`config.mk`:
```
export PLATFORM = sky130hd
export DESIGN_NAME = qos_ot_regulation_config
export DESIGN_NICKNAME = d
export VERILOG_FILES = /design/src/verilog/qos_ot_pkg.sv /design/src/verilog/ot_limit_if.sv /design/src/verilog/ot_limit_average.sv /design/src/verilog/qos_value_select.sv /design/src/verilog/qos_ot_regulation_config.sv
export SDC_FILE = /design/constraint.sdc
export NUM_CORES = 1
export LEC_CHECK = 0
export ABC_AREA = 0
export BUFFER_PORTS_ARGS = -buffer_cell sky130_fd_sc_hd__buf_2
export CORE_MARGIN = 10
export CORE_UTILIZATION = 35
export DETAILED_ROUTE_END_ITERATION = 12
export GPL_ROUTABILITY_DRIVEN = 0
export GPL_TIMING_DRIVEN = 1
export MAX_ROUTING_LAYER = met4
export REMOVE_ABC_BUFFERS = 1
export SLEW_MARGIN = 20
export SYNTH_ARGS = -nofsm -noshare
export SYNTH_HDL_FRONTEND = slang
export SYNTH_SLANG_ARGS = --single-unit
```
`constraint.sdc`:
```
create_clock -name pclk -period 6.4 [get_ports pclk]
set_input_delay 1.28 -clock pclk [delete_from_list [all_inputs] [get_ports pclk]]
set_output_delay 1.28 -clock pclk [all_outputs]
set_load 0.02 [all_outputs]
```
`src/verilog/qos_ot_pkg.sv`:
```
package qos_ot_pkg;

   // Slave interfaces; the first ones are the lite ports
   localparam int NUM_PORTS = 5;
   localparam int NUM_LITE  = 3;

   // Address map: one 16-byte block per slave interface
   localparam logic [4:0]  PORT_REGION     = 5'h00;
   localparam logic [3:0]  WQOS_OFFSET     = 4'h0;
   localparam logic [3:0]  CONTROL_OFFSET  = 4'h4;
   localparam logic [3:0]  LIMIT_OFFSET    = 4'h8;
   localparam logic [11:0] SECURE_OFFSET   = 12'h050;

   // Field positions
   localparam int WQOS_FIXED_LSB     = 0;
   localparam int WQOS_LIVE_LSB      = 8;
   localparam int CTRL_QUIESCE_BIT   = 21;
   localparam int CTRL_RD_PERIOD_BIT = 20;
   localparam int CTRL_WR_PERIOD_BIT = 16;
   localparam int CTRL_OT_RD_BIT     = 3;
   localparam int CTRL_OT_WR_BIT     = 2;
   localparam int CTRL_QV_RD_BIT     = 1;
   localparam int CTRL_QV_WR_BIT     = 0;
   localparam int LIMIT_RD_INT_LSB   = 24;
   localparam int LIMIT_RD_FRAC_LSB  = 16;
   localparam int LIMIT_WR_INT_LSB   = 8;
   localparam int LIMIT_WR_FRAC_LSB  = 0;
   localparam int SECURE_GRANT_BIT   = 0;
   localparam int PROT_NONSECURE_BIT = 1;

   // Writable bits; everything else except the live QoS field reads zero
   localparam logic [31:0] WQOS_WRITE_MASK   = 32'h0000_000f;
   localparam logic [31:0] CTRL_MASK_LITE    = 32'h0031_000f;
   localparam logic [31:0] CTRL_MASK_ACE     = 32'h0031_0003;
   localparam logic [31:0] LIMIT_WRITE_MASK  = 32'h3fff_3fff;

   // Reset values
   localparam logic [31:0] REG_RESET = 32'h0000_0000;
   localparam logic [3:0]  QOS_RESET = 4'h0;

   // Build-time outstanding depths
   localparam logic [6:0] OT_RD_HW_MAX = 7'h20;
   localparam logic [6:0] OT_WR_HW_MAX = 7'h20;

endpackage

```
`src/verilog/ot_limit_if.sv`:
```
`timescale 1ns/10ps
interface ot_limit_if;
   logic [5:0] int_part;
   logic [7:0] frac_part;
   logic       enable;
   logic       issue;
   logic [6:0] limit;
   logic       active;

   modport owner (output int_part, frac_part, enable, issue,
                  input  limit, active);
   modport limiter (input  int_part, frac_part, enable, issue,
                    output limit, active);
endinterface

```
`src/verilog/ot_limit_average.sv`:
```
`timescale 1ns/10ps
module ot_limit_average
   import qos_ot_pkg::*;
#(
   parameter logic [6:0] HW_MAX = OT_RD_HW_MAX
)
(
   input wire logic pclk,
   input wire logic presetn,
   input wire logic clk_en,
   ot_limit_if.limiter lim
);

   typedef struct packed {
      logic [7:0] acc;
      logic       bonus;
      logic [6:0] limit;
      logic       active;
   } limiter_state_type;

   limiter_state_type state;
   limiter_state_type next_state;
   logic              prog_off;
   logic              over;

   always_comb
   begin
      next_state = state;
      prog_off = (lim.int_part == 6'h00) && (lim.frac_part == 8'h00);
      over = ({1'b0, lim.int_part} > HW_MAX)
             || (({1'b0, lim.int_part} == HW_MAX)
                 && (lim.frac_part != 8'h00));
      if (lim.frac_part == 8'h00)
      begin
         next_state.acc = 8'h00; // see RQ15
         next_state.bonus = 1'b0; // see RQ15
      end
      else if (lim.issue)
      begin
         {next_state.bonus, next_state.acc} =
            {1'b0, state.acc} + {1'b0, lim.frac_part}; // see RQ20
      end
      next_state.active = lim.enable && !prog_off; // see RQ14
      if (!next_state.active || over)
         next_state.limit = HW_MAX; // see RQ16
      else
         next_state.limit = {1'b0, lim.int_part} + {6'h00, next_state.bonus};
   end

   always_ff @(posedge pclk or negedge presetn)
   begin
      if (!presetn)
         state <= '0;
      else if (clk_en)
         state <= next_state;
   end

   assign lim.limit = state.limit;
   assign lim.active = state.active;
endmodule

```
`src/verilog/qos_value_select.sv`:
```
`timescale 1ns/10ps
module qos_value_select
(
   input  wire logic       fixed_select,
   input  wire logic [3:0] fixed_value,
   input  wire logic       regulate,
   input  wire logic [3:0] regulated,
   input  wire logic [3:0] qos_min,
   input  wire logic [3:0] qos_max,
   input  wire logic [3:0] incoming,
   output logic      [3:0] applied,
   output logic      [3:0] live
);

   logic [3:0] clamped;

   always_comb
   begin
      if (regulated > qos_max)
         clamped = qos_max; // see RQ19
      else if (regulated < qos_min)
         clamped = qos_min; // see RQ19
      else
         clamped = regulated;
      if (!fixed_select)
         applied = incoming;
      else if (!regulate)
         applied = fixed_value; // see RQ1
      else if (incoming == 4'h0)
         applied = clamped;
      else
         applied = incoming;
      live = (fixed_select && regulate) ? clamped : 4'h0; // see RQ2
   end

endmodule

```
`src/verilog/qos_ot_regulation_config.sv`:
```
// Operation
// RQ1: Fixed write QoS drives requests when selected and regulation is off.
// RQ2: Read-only field shows regulated QoS applied to zero-QoS writes.
// RQ3: Non-secure accesses refused unless secure access has been granted.
// RQ4: Control bit 21 picks normal or quiesce-high bandwidth mode.
// RQ5: Control bit 20 picks latency or period mode for reads.
// RQ6: Control bit 16 picks latency or period mode for writes.
// RQ7: Bit 3 enables read outstanding regulation, lite ports only.
// RQ8: Bit 2 enables write outstanding regulation, lite ports only.
// RQ9: Bit 1 enables read QoS value regulation.
// RQ10: Bit 0 enables write QoS value regulation.
// RQ11: Outstanding enable changes wait until the port is idle.
// RQ12: Read limit is integer 29:24 plus fraction 23:16 over 256.
// RQ13: Write limit is integer 13:8 plus fraction 7:0 over 256.
// RQ14: Zero integer and fraction means build-time limits apply.
// RQ15: Zero fraction means no fractional regulation.
// RQ16: Limits above build-time depth are ignored.
// RQ17: Limit registers exist only for the three lite ports.
// RQ18: Zero regulator target means no regulation on that channel.
// RQ19: Regulated QoS clamped between programmable minimum and maximum.
// RQ20: Fraction realised by alternating integer and integer plus one.
// RQ21: Reserved bits read zero; fields reset to zero.
`timescale 1ns/10ps
module qos_ot_regulation_config
   import qos_ot_pkg::*;
(
   input  wire logic                        pclk,
   input  wire logic                        presetn,
   input  wire logic                        clk_en,
   input  wire logic                        psel,
   input  wire logic                        penable,
   input  wire logic                        pwrite,
   input  wire logic [11:0]                 paddr,
   input  wire logic [31:0]                 pwdata,
   input  wire logic [2:0]                  pprot,
   output logic      [31:0]                 prdata,
   output logic                             pready,
   output logic                             pslverr,
   input  wire logic [NUM_PORTS-1:0]        qos_fixed_select,
   input  wire logic [NUM_PORTS-1:0][3:0]   write_qos_in,
   input  wire logic [NUM_PORTS-1:0][3:0]   regulated_wqos,
   input  wire logic [NUM_PORTS-1:0][3:0]   wqos_min,
   input  wire logic [NUM_PORTS-1:0][3:0]   wqos_max,
   input  wire logic [NUM_PORTS-1:0][11:0]  rd_target,
   input  wire logic [NUM_PORTS-1:0][11:0]  wr_target,
   output logic      [NUM_PORTS-1:0][3:0]   write_qos_out,
   output logic      [NUM_PORTS-1:0]        quiesce_high,
   output logic      [NUM_PORTS-1:0]        rd_period_mode,
   output logic      [NUM_PORTS-1:0]        wr_period_mode,
   output logic      [NUM_PORTS-1:0]        rd_qv_enable,
   output logic      [NUM_PORTS-1:0]        wr_qv_enable,
   input  wire logic [NUM_LITE-1:0]         ot_rd_idle,
   input  wire logic [NUM_LITE-1:0]         ot_wr_idle,
   input  wire logic [NUM_LITE-1:0]         ar_issue,
   input  wire logic [NUM_LITE-1:0]         aw_issue,
   output logic      [NUM_LITE-1:0][6:0]    ot_rd_limit,
   output logic      [NUM_LITE-1:0][6:0]    ot_wr_limit,
   output logic      [NUM_LITE-1:0]         ot_rd_limited,
   output logic      [NUM_LITE-1:0]         ot_wr_limited
);

   typedef struct packed {
      logic [NUM_PORTS-1:0][3:0]  wqos_fixed;
      logic [NUM_PORTS-1:0][31:0] control;
      logic [NUM_LITE-1:0][31:0]  limit;
      logic [NUM_LITE-1:0]        ot_rd_on;
      logic [NUM_LITE-1:0]        ot_wr_on;
      logic                       secure_grant;
      logic [NUM_PORTS-1:0][3:0]  wqos_out;
      logic [31:0]                rdata;
   } bank_state_type;

   bank_state_type             state;
   bank_state_type             next_state;
   logic [2:0]                 port_idx;
   logic [3:0]                 reg_off;
   logic                       in_ports;
   logic                       is_wqos;
   logic                       is_ctrl;
   logic                       is_limit;
   logic                       is_secure;
   logic                       mapped;
   logic                       permitted;
   logic                       setup;
   logic                       wr_fire;
   logic [31:0]                read_value;
   logic [NUM_PORTS-1:0]       wr_regulate;
   logic [NUM_PORTS-1:0][3:0]  applied;
   logic [NUM_PORTS-1:0][3:0]  live;

   // Address decode
   assign port_idx = paddr[6:4];
   assign reg_off = paddr[3:0];
   assign in_ports = (paddr[11:7] == PORT_REGION)
                     && (port_idx < 3'(NUM_PORTS));
   assign is_wqos = in_ports && (reg_off == WQOS_OFFSET);
   assign is_ctrl = in_ports && (reg_off == CONTROL_OFFSET);
   assign is_limit = in_ports && (reg_off == LIMIT_OFFSET)
                     && (port_idx < 3'(NUM_LITE)); // see RQ17
   assign is_secure = (paddr == SECURE_OFFSET);
   assign mapped = is_wqos || is_ctrl || is_limit || is_secure;
   // Grant register itself is never opened to non-secure masters
   assign permitted = is_secure ? !pprot[PROT_NONSECURE_BIT]
                      : (!pprot[PROT_NONSECURE_BIT]
                         || state.secure_grant); // see RQ3

   assign setup = psel && !penable;
   assign wr_fire = clk_en && psel && penable && pwrite
                    && mapped && permitted;

   assign pready = clk_en;
   assign pslverr = psel && penable && !(mapped && permitted);
   assign prdata = state.rdata;

   // Per-port QoS value path
   generate
      for (genvar p = 0; p < NUM_PORTS; p++)
      begin : g_port
         assign wr_regulate[p] = state.control[p][CTRL_QV_WR_BIT]
                                 && (wr_target[p] != 12'h000); // see RQ18
         assign rd_qv_enable[p] = state.control[p][CTRL_QV_RD_BIT]
                                  && (rd_target[p] != 12'h000); // see RQ9
         assign wr_qv_enable[p] = wr_regulate[p]; // see RQ10
         assign quiesce_high[p] =
            state.control[p][CTRL_QUIESCE_BIT]; // see RQ4
         assign rd_period_mode[p] =
            state.control[p][CTRL_RD_PERIOD_BIT]; // see RQ5
         assign wr_period_mode[p] =
            state.control[p][CTRL_WR_PERIOD_BIT]; // see RQ6

         qos_value_select u_select (
            .fixed_select (qos_fixed_select[p]),
            .fixed_value  (state.wqos_fixed[p]),
            .regulate     (wr_regulate[p]),
            .regulated    (regulated_wqos[p]),
            .qos_min      (wqos_min[p]),
            .qos_max      (wqos_max[p]),
            .incoming     (write_qos_in[p]),
            .applied      (applied[p]),
            .live         (live[p])
         );
      end
   endgenerate

   assign write_qos_out = state.wqos_out;

   // Outstanding-transaction limiters, lite ports only
   ot_limit_if ot_rd[NUM_LITE] ();
   ot_limit_if ot_wr[NUM_LITE] ();

   generate
      for (genvar l = 0; l < NUM_LITE; l++)
      begin : g_lite
         assign ot_rd[l].int_part =
            state.limit[l][LIMIT_RD_INT_LSB +: 6]; // see RQ12
         assign ot_rd[l].frac_part =
            state.limit[l][LIMIT_RD_FRAC_LSB +: 8]; // see RQ12
         assign ot_rd[l].enable = state.ot_rd_on[l];
         assign ot_rd[l].issue = ar_issue[l];
         assign ot_wr[l].int_part =
            state.limit[l][LIMIT_WR_INT_LSB +: 6]; // see RQ13
         assign ot_wr[l].frac_part =
            state.limit[l][LIMIT_WR_FRAC_LSB +: 8]; // see RQ13
         assign ot_wr[l].enable = state.ot_wr_on[l];
         assign ot_wr[l].issue = aw_issue[l];
         assign ot_rd_limit[l] = ot_rd[l].limit;
         assign ot_rd_limited[l] = ot_rd[l].active;
         assign ot_wr_limit[l] = ot_wr[l].limit;
         assign ot_wr_limited[l] = ot_wr[l].active;

         ot_limit_average #(.HW_MAX(OT_RD_HW_MAX)) u_rd_limit (
            .pclk    (pclk),
            .presetn (presetn),
            .clk_en  (clk_en),
            .lim     (ot_rd[l])
         );

         ot_limit_average #(.HW_MAX(OT_WR_HW_MAX)) u_wr_limit (
            .pclk    (pclk),
            .presetn (presetn),
            .clk_en  (clk_en),
            .lim     (ot_wr[l])
         );
      end
   endgenerate

   // Read mux; unmapped and refused reads return zero
   always_comb
   begin
      read_value = 32'h0000_0000;
      if (is_wqos)
      begin
         read_value[WQOS_LIVE_LSB +: 4] = live[port_idx]; // see RQ2
         read_value[WQOS_FIXED_LSB +: 4] = state.wqos_fixed[port_idx];
      end
      else if (is_ctrl)
         read_value = state.control[port_idx];
      else if (is_limit)
         read_value = state.limit[port_idx[1:0]];
      else if (is_secure)
         read_value[SECURE_GRANT_BIT] = state.secure_grant;
   end

   always_comb
   begin
      next_state = state;
      next_state.wqos_out = applied;
      if (setup)
         next_state.rdata = (!pwrite && mapped && permitted)
                            ? read_value : 32'h0000_0000; // see RQ3
      if (wr_fire)
      begin
         if (is_wqos)
            next_state.wqos_fixed[port_idx] =
               pwdata[WQOS_FIXED_LSB +: 4]; // see RQ21
         if (is_ctrl)
            next_state.control[port_idx] = pwdata
               & ((port_idx < 3'(NUM_LITE)) ? CTRL_MASK_LITE
                                            : CTRL_MASK_ACE); // see RQ7
         if (is_limit)
            next_state.limit[port_idx[1:0]] =
               pwdata & LIMIT_WRITE_MASK; // see RQ21
         if (is_secure)
            next_state.secure_grant = pwdata[SECURE_GRANT_BIT];
      end
      // Enables follow the register only while nothing is outstanding
      for (int l = 0; l < NUM_LITE; l++)
      begin
         if (ot_rd_idle[l])
            next_state.ot_rd_on[l] =
               state.control[l][CTRL_OT_RD_BIT]; // see RQ11
         if (ot_wr_idle[l])
            next_state.ot_wr_on[l] =
               state.control[l][CTRL_OT_WR_BIT]; // see RQ8
      end
   end

   always_ff @(posedge pclk or negedge presetn)
   begin
      if (!presetn)
         state <= '0; // see RQ21
      else if (clk_en)
         state <= next_state;
   end
endmodule

```
# ---- Word level (Yosys, flattened, before mapping)
# Cells that the tools add are included.
dict set report word_totals {
  register_bits 437
  input_bits 270
  out_inout_bits 127
  elab_cells 311
}
dict set report classes {
  add_sub_neg 12
  n_lt_le_gt_ge 22
  n_eq_ne 9
  n_mux 76
  n_bitwise 1
  reduce_logical 141
}
# operator count
set ops {}
lappend ops {{32-bit two-way mux} 6}
lappend ops {{160-bit bitwise mux} 1}
lappend ops {{4-bit two-way mux} 37}
lappend ops {{12-bit nonzero test} 10}
lappend ops {{9-bit two-way mux} 12}
lappend ops {{32-bit binary-select mux with 3-bit select} 1}
lappend ops {{96-bit bitwise mux} 1}
lappend ops {{32-bit demux with 3-bit select} 1}
lappend ops {{32-bit binary-select mux with 2-bit select} 1}
lappend ops {{32-bit demux with 2-bit select} 1}
lappend ops {{8-bit by 8-bit adder with 9-bit output} 6}
lappend ops {{1-bit logical AND} 51}
lappend ops {{8-bit zero test} 6}
lappend ops {{8-bit nonzero test} 6}
lappend ops {{6-bit by 1-bit adder with 7-bit output} 6}
lappend ops {{7-bit two-way mux} 6}
lappend ops {{6-bit equality test, second input constant} 6}
lappend ops {{6-bit > comparator, second input constant} 6}
lappend ops {{6-bit zero test} 6}
lappend ops {{32-bit by 22-bit AND with 32-bit output} 1}
lappend ops {{31-bit two-way mux} 1}
lappend ops {{2-bit AND reduction} 13}
lappend ops {{4-bit binary-select mux with 3-bit select} 2}
lappend ops {{4-bit zero test} 6}
lappend ops {{20 further kinds} 68}

# ---- Logic depth before layout (Yosys ltp)
# Gate-level depths: netlist of the first run.
dict set report depth {
  ltp_word 9
  ltp_mapped 15
  ltp_nobuf 15
}

# ---- Cells and area by module
# From an unflattened synthesis of the first run, not the netlist that was laid out.
dict set report hier_totals {
  hier_cells 1813
  area_unflattened_um2 18859.3
}
# mod instances cells_per_inst area_per_inst_um2 seq_area_each_um2
set modules_own_cells {}
lappend modules_own_cells {qos_ot_regulation_config 1 770 9685.5 4854.7}
lappend modules_own_cells {{ot_limit_average at g_lite[0].u_rd_limit ...} 5 118 1124.8 425.4}
lappend modules_own_cells {qos_value_select 5 67 485.5 0.0}
lappend modules_own_cells {{ot_limit_average at g_lite[2].u_rd_limit} 1 118 1122.3 425.4}

# ---- Least setup slack after synthesis of the first run
# No wires, ideal clock.
dict set report synth_timing {
  path_kind {input to output}
  start {input paddr[8]}
  end {output pslverr}
  arrival_time_ns 2.889
  required_ns 5.120
  path_slack_ns 2.231
  path_stages 5
  n_path_buf 0
  cell_sequence {or4_4 > or4_4 > or3_1 > nand3b_1 > a21oi_1}
}
dict set report synth_via {
  elab_chain_cells 9
  elab_cells_between_ends 14
  classes_between {eq/ne (1); mux (1); reduce/logical (12)}
}
# element line_no
set synth_lines {}
lappend synth_lines {{from (decl)} qos_ot_regulation_config.sv:33} ;# input wire logic [11:0] paddr,
lappend synth_lines {{5-bit zero test} qos_ot_regulation_config.sv:94} ;# assign in_ports = (paddr[11:7] == PORT_REGION)
lappend synth_lines {{1-bit logical AND} qos_ot_regulation_config.sv:95} ;# && (port_idx < 3'(NUM_PORTS));
lappend synth_lines {{1-bit logical AND (on tied branches)} {qos_ot_regulation_config.sv:96, qos_ot_regulation_config.sv:97, qos_ot_regulation_config.sv:98}}
lappend synth_lines {{1-bit logical OR or 1-bit logical AND (tied branches)} {qos_ot_regulation_config.sv:101, qos_ot_regulation_config.sv:99}}
lappend synth_lines {{1-bit logical OR (2 in series)} qos_ot_regulation_config.sv:101} ;# assign mapped = is_wqos || is_ctrl || is_limit || is_secure;
lappend synth_lines {{1-bit logical AND (*)} qos_ot_regulation_config.sv:112} ;# assign pslverr = psel && penable && !(mapped && permitted);
lappend synth_lines {{1-bit zero test (*)} qos_ot_regulation_config.sv:112}
lappend synth_lines {{1-bit logical AND (*)} qos_ot_regulation_config.sv:112}
lappend synth_lines {{to (decl)} qos_ot_regulation_config.sv:38} ;# output logic pslverr,
# Every way passes the cells marked *; elsewhere a longest branch is shown, timed or not.

# ---- Worst setup path after layout of the first run
# Same ends and word-level chain as after synthesis.

==> results of run 1 <==
## metrics by stage
| stage | utilization | total power [mW] | setup WS, ps | std cells |
|---|---|---|---|---|
| final | 0.412 | 4.46 | 1750 | 2762 |
| after global placement | 0.387 | 2.35 | 1780 | 2683 |
| after global routing | 0.412 | 4.64 | 1630 | 2758 |
| after detailed placement | 0.387 | 2.36 | 1780 | 2683 |
| after CTS | 0.412 | 4.52 | 1760 | 2750 |
| after floorplan | - | 2.10 | 2010 | 1605 |
## power by group through the flow
stage	Clock, mW	Combinational (mW)	Sequential, mW
after global placement	0	0.424	1.93
after global routing	2.27	0.476	1.89
after floorplan	0	0.157	1.94
after detailed placement	0	0.434	1.93
final	2.14	0.433	1.89
after CTS	2.19	0.436	1.89
## metal layers
metal / track usage / part of all wire / up-vias
met3: 0.0457 / 0.073 / 81
met1: 0.259 / 0.44 / 7379
met2: 0.317 / 0.47 / 477
met4: 0.0538 / 0.022 / 0
met5: - / 0 / -
li1: - / - / 6895
## worst min-delay path: cells and delay by family (launching register included)
kind / cells / cell delay [ps]
compound gates: 1 / 50
flops: 1 / 340
simple gates: 1 / 50
## sequential cells by signal, indices dropped and copies added (netlist names), 5 cells and up
| register | flops |
|---|---|
| wr_period_mode | 5 |
| state | 41 |
| g_lite.u_wr_limit.lim.limit | 21 |
| g_lite.u_wr_limit.state | 27 |
| ot_wr.frac_part | 24 |
| g_lite.u_rd_limit.state | 27 |
| g_lite.u_rd_limit.lim.limit | 21 |
| ot_rd.frac_part | 24 |
| rd_period_mode | 5 |
| ot_rd.int_part | 18 |
| quiesce_high | 5 |
| ot_wr.int_part | 18 |
| write_qos_out | 20 |
| prdata | 28 |
## cell type report
| type | count | area, µm² |
|---|---|---|
| fill | 5016 | 30100 |
| multi-input combinational | 1174 | 9020 |
| sequential | 296 | 7410 |
| timing repair buffer | 398 | 2050 |
| clock buffer | 53 | 1100 |
| tap | 680 | 851 |
| inverter | 135 | 507 |
| clock inverter | 14 | 144 |
| antenna | 12 | 30.0 |
## placed cells by master, fill, tap and decap left out, types with 8 or more instances in the layout
cell type	n
o31ai_1	16
nor3_1	27
xnor2_1	35
xor2_1	25
clkbuf_16	39
buf_2	384
nand4_1	12
inv_1	134
a31oi_1	18
o21bai_1	13
ha_1	100
nor4_1	44
buf_4	12
a21oi_1	71
nand3_1	21
o211ai_1	8
mux2_2	151
a22o_1	29
o2bb2ai_1	45
nand2b_1	26
or4_1	12
o21ai_0	110
mux2i_1	44
and3_1	14
and2_1	8
a211oi_1	16
dfrtp_1	296
nor2_1	49
diode_2	12
a21o_1	10
nand2_1	118
o21ai_1	8
nor2b_1	21
## how the worst max path moves through the flow
stage	start	to	slack, ps	depth (start not counted)
6_report	paddr[8]	pslverr	1750	7
5_1_grt	paddr[8]	pslverr	1630	7
4_1_cts	paddr[8]	pslverr	1760	7
3_5_place_dp	paddr[8]	pslverr	1780	7
3_3_place_gp	paddr[8]	pslverr	1780	7
2_1_floorplan	paddr[8]	prdata[11]$_DFFE_PN0P_	2010	6
## cell families after synthesis
group                      count (synthesis)  synth area share
AOI/OAI and AO/OA                        422             0.159
and+or+nand+nor                          383             0.112
DFF                                      296             0.411
xor gates and xnor gates                  60            0.0291
other                                      1          0.000208
adders and majority gates                106            0.0760
muxes                                    199             0.123
buffers and inverters                    310            0.0905
==> impl_metrics.env, run 1 <==
export IMPL_r2r_end="g_lite[0].u_rd_limit.lim.limit[5]$_DFFE_PN0P_"
export IMPL_yosys_warnings=0
export IMPL_timing_critical_path_max_delay_family="simple AND/OR/NAND/NOR gates"
export IMPL_unrepaired_setup_endpoints_after_global_routing="no"
export IMPL_floorplan_die_area_mm2=0.0610
export IMPL_crit_path_cell_trace="buf_2, or4_4, nor4_2, nand4b_2, nand3b_1, a21oi_1, buf_2"
export IMPL_final_setup_viol_count=0
export IMPL_place_port_buffers=386
export IMPL_ant_nets=0
export IMPL_ys_flop_type="dfrtp_1"
export IMPL_chipWidth_um=247
export IMPL_finalClockSkew_ps=11.8
export IMPL_first_drt_iteration_drcs=754
export IMPL_hold_path_startpoint="g_lite[2].u_wr_limit.state[8]$_DFFE_PN0P_"
export IMPL_grt_start_max_net_pins=109
export IMPL_h_tree_depth=2
export IMPL_route_final_wire_length_um=61900
export IMPL_dr_total_vias=14832
export IMPL_standard_cell_with_the_maximum_stage_delay_on_the_critical_path="or4_4"
export IMPL_postCtsSetupBuffers=0
export IMPL_ys_seq_area_frac=0.411
export IMPL_drv_cap=0
export IMPL_ctsRootBufferMaster="clkbuf_16"
export IMPL_reg2reg_from="ot_rd[0].frac_part[0]$_DFFE_PN0P_"
export IMPL_slew_headroom=0.340
export IMPL_final_nets=2418
export IMPL_cell_internal_pwr_mw=3.32
export IMPL_yosys_top_cells_area="dfrtp_1, mux2_2, ha_1, buf_4, o21ai_0"
export IMPL_yosysTopAreaCell="dfrtp_1"
export IMPL_clock_tree_from_tritoncts="built"
export IMPL_r2r_worst_path_cells=15
export IMPL_synth_async_sr_flop_share=1.00
export IMPL_period_share=0.727
export IMPL_syn_cell_area_mm2=0.0180
export IMPL_detailed_place_hpwl_um=47400
export IMPL_cts_hold_bufs=0
export IMPL_switching_power_share_of_the_total=0.256
export IMPL_floorplan_initialDensity=0.352
export IMPL_tightest_slew_ps=986
export IMPL_residual_drc=0
export IMPL_worstSetupPathType="in2out"
export IMPL_total_overflow_reported_by_the_global_router=0
export IMPL_seqPwrFrac=0.424
export IMPL_most_used_standard_cell_by_instance_count_after_synthesis="dfrtp_1"
export IMPL_synth_lib_cells_used_distinct=73
export IMPL_worst_path_buf_inv=2
export IMPL_rows=83
export IMPL_end_kind="primary output"
export IMPL_min_path_type="reg2reg"
export IMPL_drt_first_pass_iters=5
export IMPL_grt_first_pass_wirelength_um=93000
export IMPL_status="completed"
export IMPL_critical_path_peak_fanout=10
export IMPL_critical_path_most_common_cell="buf_2"
export IMPL_timing_final_max_slew_violations=0
export IMPL_worst_ir_drop_vdd_uv=128
export IMPL_combinational_power_share=0.097
export IMPL_net_switching_power_figure_mw=1.14
export IMPL_report_final_hold_viol_count=0
export IMPL_finalWorstPathRequiredPeriod_ps=4650
export IMPL_power_leakage_nw=10.6
export IMPL_design_area_mm2=0.0211
export IMPL_synth_avg_cell_area_um2=10.2
export IMPL_post_synth_most_frequent_cells="dfrtp_1, mux2_2, inv_1"
export IMPL_first_global_vias=15476
export IMPL_design_portCount=397
export IMPL_post_synth_top_area_fraction=0.411
export IMPL_track_usage=0.202
export IMPL_core_region_area_mm2=0.0512
export IMPL_antenna_found_initial=9
export IMPL_synth_seq_cells=296
export IMPL_post_drt_via_cell_ratio=5.37
export IMPL_max_clock_freq_ghz=0.215
export IMPL_hold_end="g_lite[2].u_wr_limit.state[8]$_DFFE_PN0P_"
export IMPL_insertion_delay_ps=550
export IMPL_fin_hold_ws_ps=474
export IMPL_postCtsResizedCells=0
export IMPL_reg2reg_slack_ps=3280
export IMPL_critPathRequiredTime_ps=5120
export IMPL_drive_above_1_share=0.308
export IMPL_cp_data_arrival_time_ps=3370
export IMPL_critPathMaxStageDelay_ps=650
export IMPL_cts_sinks=296
export IMPL_clkPwrFrac=0.479
export IMPL_floorplan_die_height_um=247
export IMPL_clk_transition_reported_paths_ps=50
export IMPL_numCtsBuffers=37
export IMPL_timing_setup_tns_ps=0
export IMPL_cts_path_max_buffers=3
export IMPL_synthesized_instance_count=1777
export IMPL_min_delay_path_depth=2
export IMPL_number_of_flops_mapped_to_enable_cells_by_yosys=0
export IMPL_setup_worst_path_start_class="primary input"
export IMPL_detail_route_wl_per_cell_um=22.4
export IMPL_area_delta_synth_final_pct=17.0
export IMPL_power_per_cell_area_mw_per_mm2=211
export IMPL_placement_cell_area_mm2=0.0198
Note: power is estimated with default switching activity, not from simulation.
==> run 2: changes to the inputs <==
--- a/config.mk
+++ b/config.mk
@@ -5,7 +5,7 @@
 export SDC_FILE = /design/constraint.sdc
 export NUM_CORES = 1
 export LEC_CHECK = 0
-export ABC_AREA = 0
+export ABC_AREA = 1
 export BUFFER_PORTS_ARGS = -buffer_cell sky130_fd_sc_hd__buf_2
 export CORE_MARGIN = 10
 export CORE_UTILIZATION = 35
==> constraint.sdc (replaced) <==
create_clock -name pclk -period 4.7 [get_ports pclk]
set_input_delay 0.94 -clock pclk [delete_from_list [all_inputs] [get_ports pclk]]
set_output_delay 0.94 -clock pclk [all_outputs]
set_load 0.02 [all_outputs]
==> run 2 against run 1 <==
Compared with the run above:
- critical endpoint unchanged
- register-to-register slack worse by 1700 ps
- area after synthesis is 1.7% higher
- worst setup slack worse by 600 ps
- count of clock-buffer cells in the layout is 8 lower
- combinational power is 37% higher
- wire length is 5.1% higher
- non-clock buffer count is 7 higher
- critical path type unchanged
- clock power is 43% higher
- critical path depth is 2 higher
- final cell count is 21% higher
- sequential power is 37% higher
- hold slack worse by 34 ps
==> impl_metrics.env, run 2 <==
export IMPL_post_synth_most_frequent_cells="nand2_1, dfrtp_1, inv_1"
export IMPL_timing_final_max_slew_violations=0
export IMPL_power_per_cell_area_mw_per_mm2=292
export IMPL_total_overflow_reported_by_the_global_router=0
export IMPL_final_nets=3017
export IMPL_fillers=5254
export IMPL_drive_above_1_share=0.189
export IMPL_grt_first_pass_wirelength_um=99900
export IMPL_synth_seq_cells=296
export IMPL_dr_total_vias=17315
export IMPL_insertion_delay_ps=550
export IMPL_largest_register_ffs=41
export IMPL_syn_cell_area_mm2=0.0183
export IMPL_chipWidth_um=249
export IMPL_critPathRequiredTime_ps=3760
export IMPL_clk_transition_reported_paths_ps=60
export IMPL_rows=83
export IMPL_reg2reg_from="ot_rd[0].frac_part[0]$_DFFE_PN0P_"
export IMPL_design_portCount=397
export IMPL_regMostFlops="state"
export IMPL_first_drt_iteration_drcs=1363
export IMPL_floorplan_die_height_um=249
export IMPL_r2r_end="g_lite[0].u_rd_limit.lim.limit[5]$_DFFE_PN0P_"
export IMPL_grt_start_max_net_pins=107
export IMPL_end_kind="primary output"
export IMPL_place_port_buffers=386
export IMPL_final_setup_viol_count=0
export IMPL_area_delta_synth_final_pct=16.5
export IMPL_track_usage=0.208
export IMPL_number_of_flops_mapped_to_enable_cells_by_yosys=0
export IMPL_finalClockSkew_ps=15.0
export IMPL_critPathMaxStageDelay_ps=380
export IMPL_unrepaired_setup_endpoints_after_global_routing="no"
export IMPL_crit_path_cell_trace="buf_2, nand2_4, nand2_1, nor2_1, nand2_4, nand3_2, nand2_1, and3_1, buf_2"
export IMPL_cts_hold_bufs=0
export IMPL_r2r_worst_path_cells=13
export IMPL_critical_path_peak_fanout=15
export IMPL_ant_nets=0
export IMPL_clock_tree_from_tritoncts="built"
export IMPL_setup_worst_path_start_class="primary input"
export IMPL_residual_drc=0
export IMPL_synthesized_instance_count=2380
export IMPL_post_synth_top_area_fraction=0.404
export IMPL_synth_async_sr_flop_share=1.00
export IMPL_standard_cell_with_the_maximum_stage_delay_on_the_critical_path="buf_2"
export IMPL_drv_cap=0
export IMPL_min_path_type="in2async"
export IMPL_ys_flop_type="dfrtp_1"
export IMPL_synth_avg_cell_area_um2=7.71
export IMPL_cts_path_max_buffers=3
export IMPL_final_util=0.414
export IMPL_post_drt_via_cell_ratio=5.16
export IMPL_final_common_cell="nand2_1"
export IMPL_worstSetupPathType="in2out"
export IMPL_period_share=0.755
export IMPL_ctsRootBufferMaster="clkbuf_16"
export IMPL_worst_ir_drop_vdd_uv=197
export IMPL_finalWorstPathRequiredPeriod_ps=3550
export IMPL_max_clock_freq_ghz=0.282
export IMPL_yosys_warnings=0
export IMPL_postCtsResizedCells=0
export IMPL_synth_lib_cells_used_distinct=53
export IMPL_floorplan_initialDensity=0.355
export IMPL_most_used_standard_cell_by_instance_count_after_synthesis="nand2_1"
export IMPL_cts_sinks=296
export IMPL_reg2reg_slack_ps=1560
export IMPL_h_tree_depth=2
export IMPL_tightest_slew_ps=1080
export IMPL_route_final_wire_length_um=65100
export IMPL_timing_setup_tns_ps=0
export IMPL_commonest_cells_after_routing_fill_and_taps_aside="nand2_1, buf_2, dfrtp_1, inv_1, o21ai_0"
export IMPL_detailed_place_hpwl_um=49400
export IMPL_antenna_found_initial=8
export IMPL_ys_seq_area_frac=0.404
export IMPL_numCtsBuffers=36
export IMPL_status="completed"
export IMPL_yosys_top_cells_area="dfrtp_1, nand2_1, ha_1, o21ai_0, buf_4"
export IMPL_core_region_area_mm2=0.0516
export IMPL_drt_first_pass_iters=7
export IMPL_postCtsSetupBuffers=0
export IMPL_slew_headroom=0.281
export IMPL_yosysTopAreaCell="dfrtp_1"
export IMPL_detail_route_wl_per_cell_um=19.4
export IMPL_floorplan_die_area_mm2=0.0620
export IMPL_first_global_vias=17371
export IMPL_dp_cells=3283
export IMPL_post_layout_nonfiller_instances=3355
export IMPL_power_leakage_nw=10.7
export IMPL_cp_data_arrival_time_ps=2610
export IMPL_report_final_hold_viol_count=0
run 2: cell types whose count changed after synthesis, moves of 68 or more:
cell	change
nand2_1	+422
nor2_1	+154
mux2_2	-151
a21oi_1	+71
o21ai_1	+68
nand3_1	+88
o21ai_0	+106
inv_1	+119
run 2: per-stage QoR:
| stage | power (mW) | hold slack (ps) | setup slack, ps | instance area [µm²] |
|---|---|---|---|---|
| floorplan | 2.89 | 449 | 1680 | 17100 |
| global placement | 3.21 | 462 | 990 | 20100 |
| detailed placement | 3.23 | 465 | 968 | 20100 |
| CTS | 6.30 | 476 | 1200 | 21400 |
| global route | 6.48 | 507 | 1110 | 21400 |
| finish | 6.24 | 440 | 1150 | 21400 |
run 2: worst max-delay path: cells and delay by family:
kind	cells	cell delay, ps
AND/OR/NAND/NOR	7	1090
buffers and inverters	2	570
run 2: final cells by class:
class                           count  area, µm²  area share
Multi-Input combinational cell   1643       8730       0.409
Inverter                          259        973      0.0455
Clock buffer                       45        996      0.0466
Antenna cell                        7       17.5    0.000820
Clock inverter                     20        287      0.0134
Timing Repair Buffer              405       2110      0.0987
Tap cell                          680        851      0.0398
Sequential cell                   296       7410       0.347
run 2: per-layer routing:
layer,wire (µm),vias up,part of all wire,track usage
li1,-,8321,-,-
met1,27700,8271,0.43,0.257
met2,31300,632,0.48,0.338
met3,4750,91,0.073,0.0445
met4,1410,0,0.022,0.0564
met5,0,-,0,-
run 2: how the worst max path moves through the flow:
stage,startpoint,endpoint,slack [ps],cells past startpoint
after global placement,clk_en,g_lite[1].u_wr_limit.state[14]$_DFFE_PN0P_,990,7
after floorplan,paddr[5],ot_wr[0].frac_part[0]$_DFFE_PN0P_,1680,10
final,paddr[5],pslverr,1150,9
after CTS,paddr[5],pslverr,1200,9
after global routing,paddr[5],pslverr,1110,9
after detailed placement,clk_en,g_lite[1].u_wr_limit.state[14]$_DFFE_PN0P_,970,7
run 2: where the power goes:
group          internal (mW)  leakage [nW]  total, mW  switching (mW)
registers               2.57          4.03       2.58          0.0145
clock network           1.89         0.641       3.06            1.16
logic                  0.196          6.04      0.594           0.397
total                   4.66          10.7       6.24            1.58
run 2: kinds of logic after synthesis:
group,count (synthesis),synth area share
and+or+nand+nor,938,0.214
AOI/OAI and AO/OA,566,0.173
buffers and inverters,444,0.121
DFF,296,0.404
adders and majority gates,106,0.0748
xor gates and xnor gates,29,0.0138
other,1,0.000204
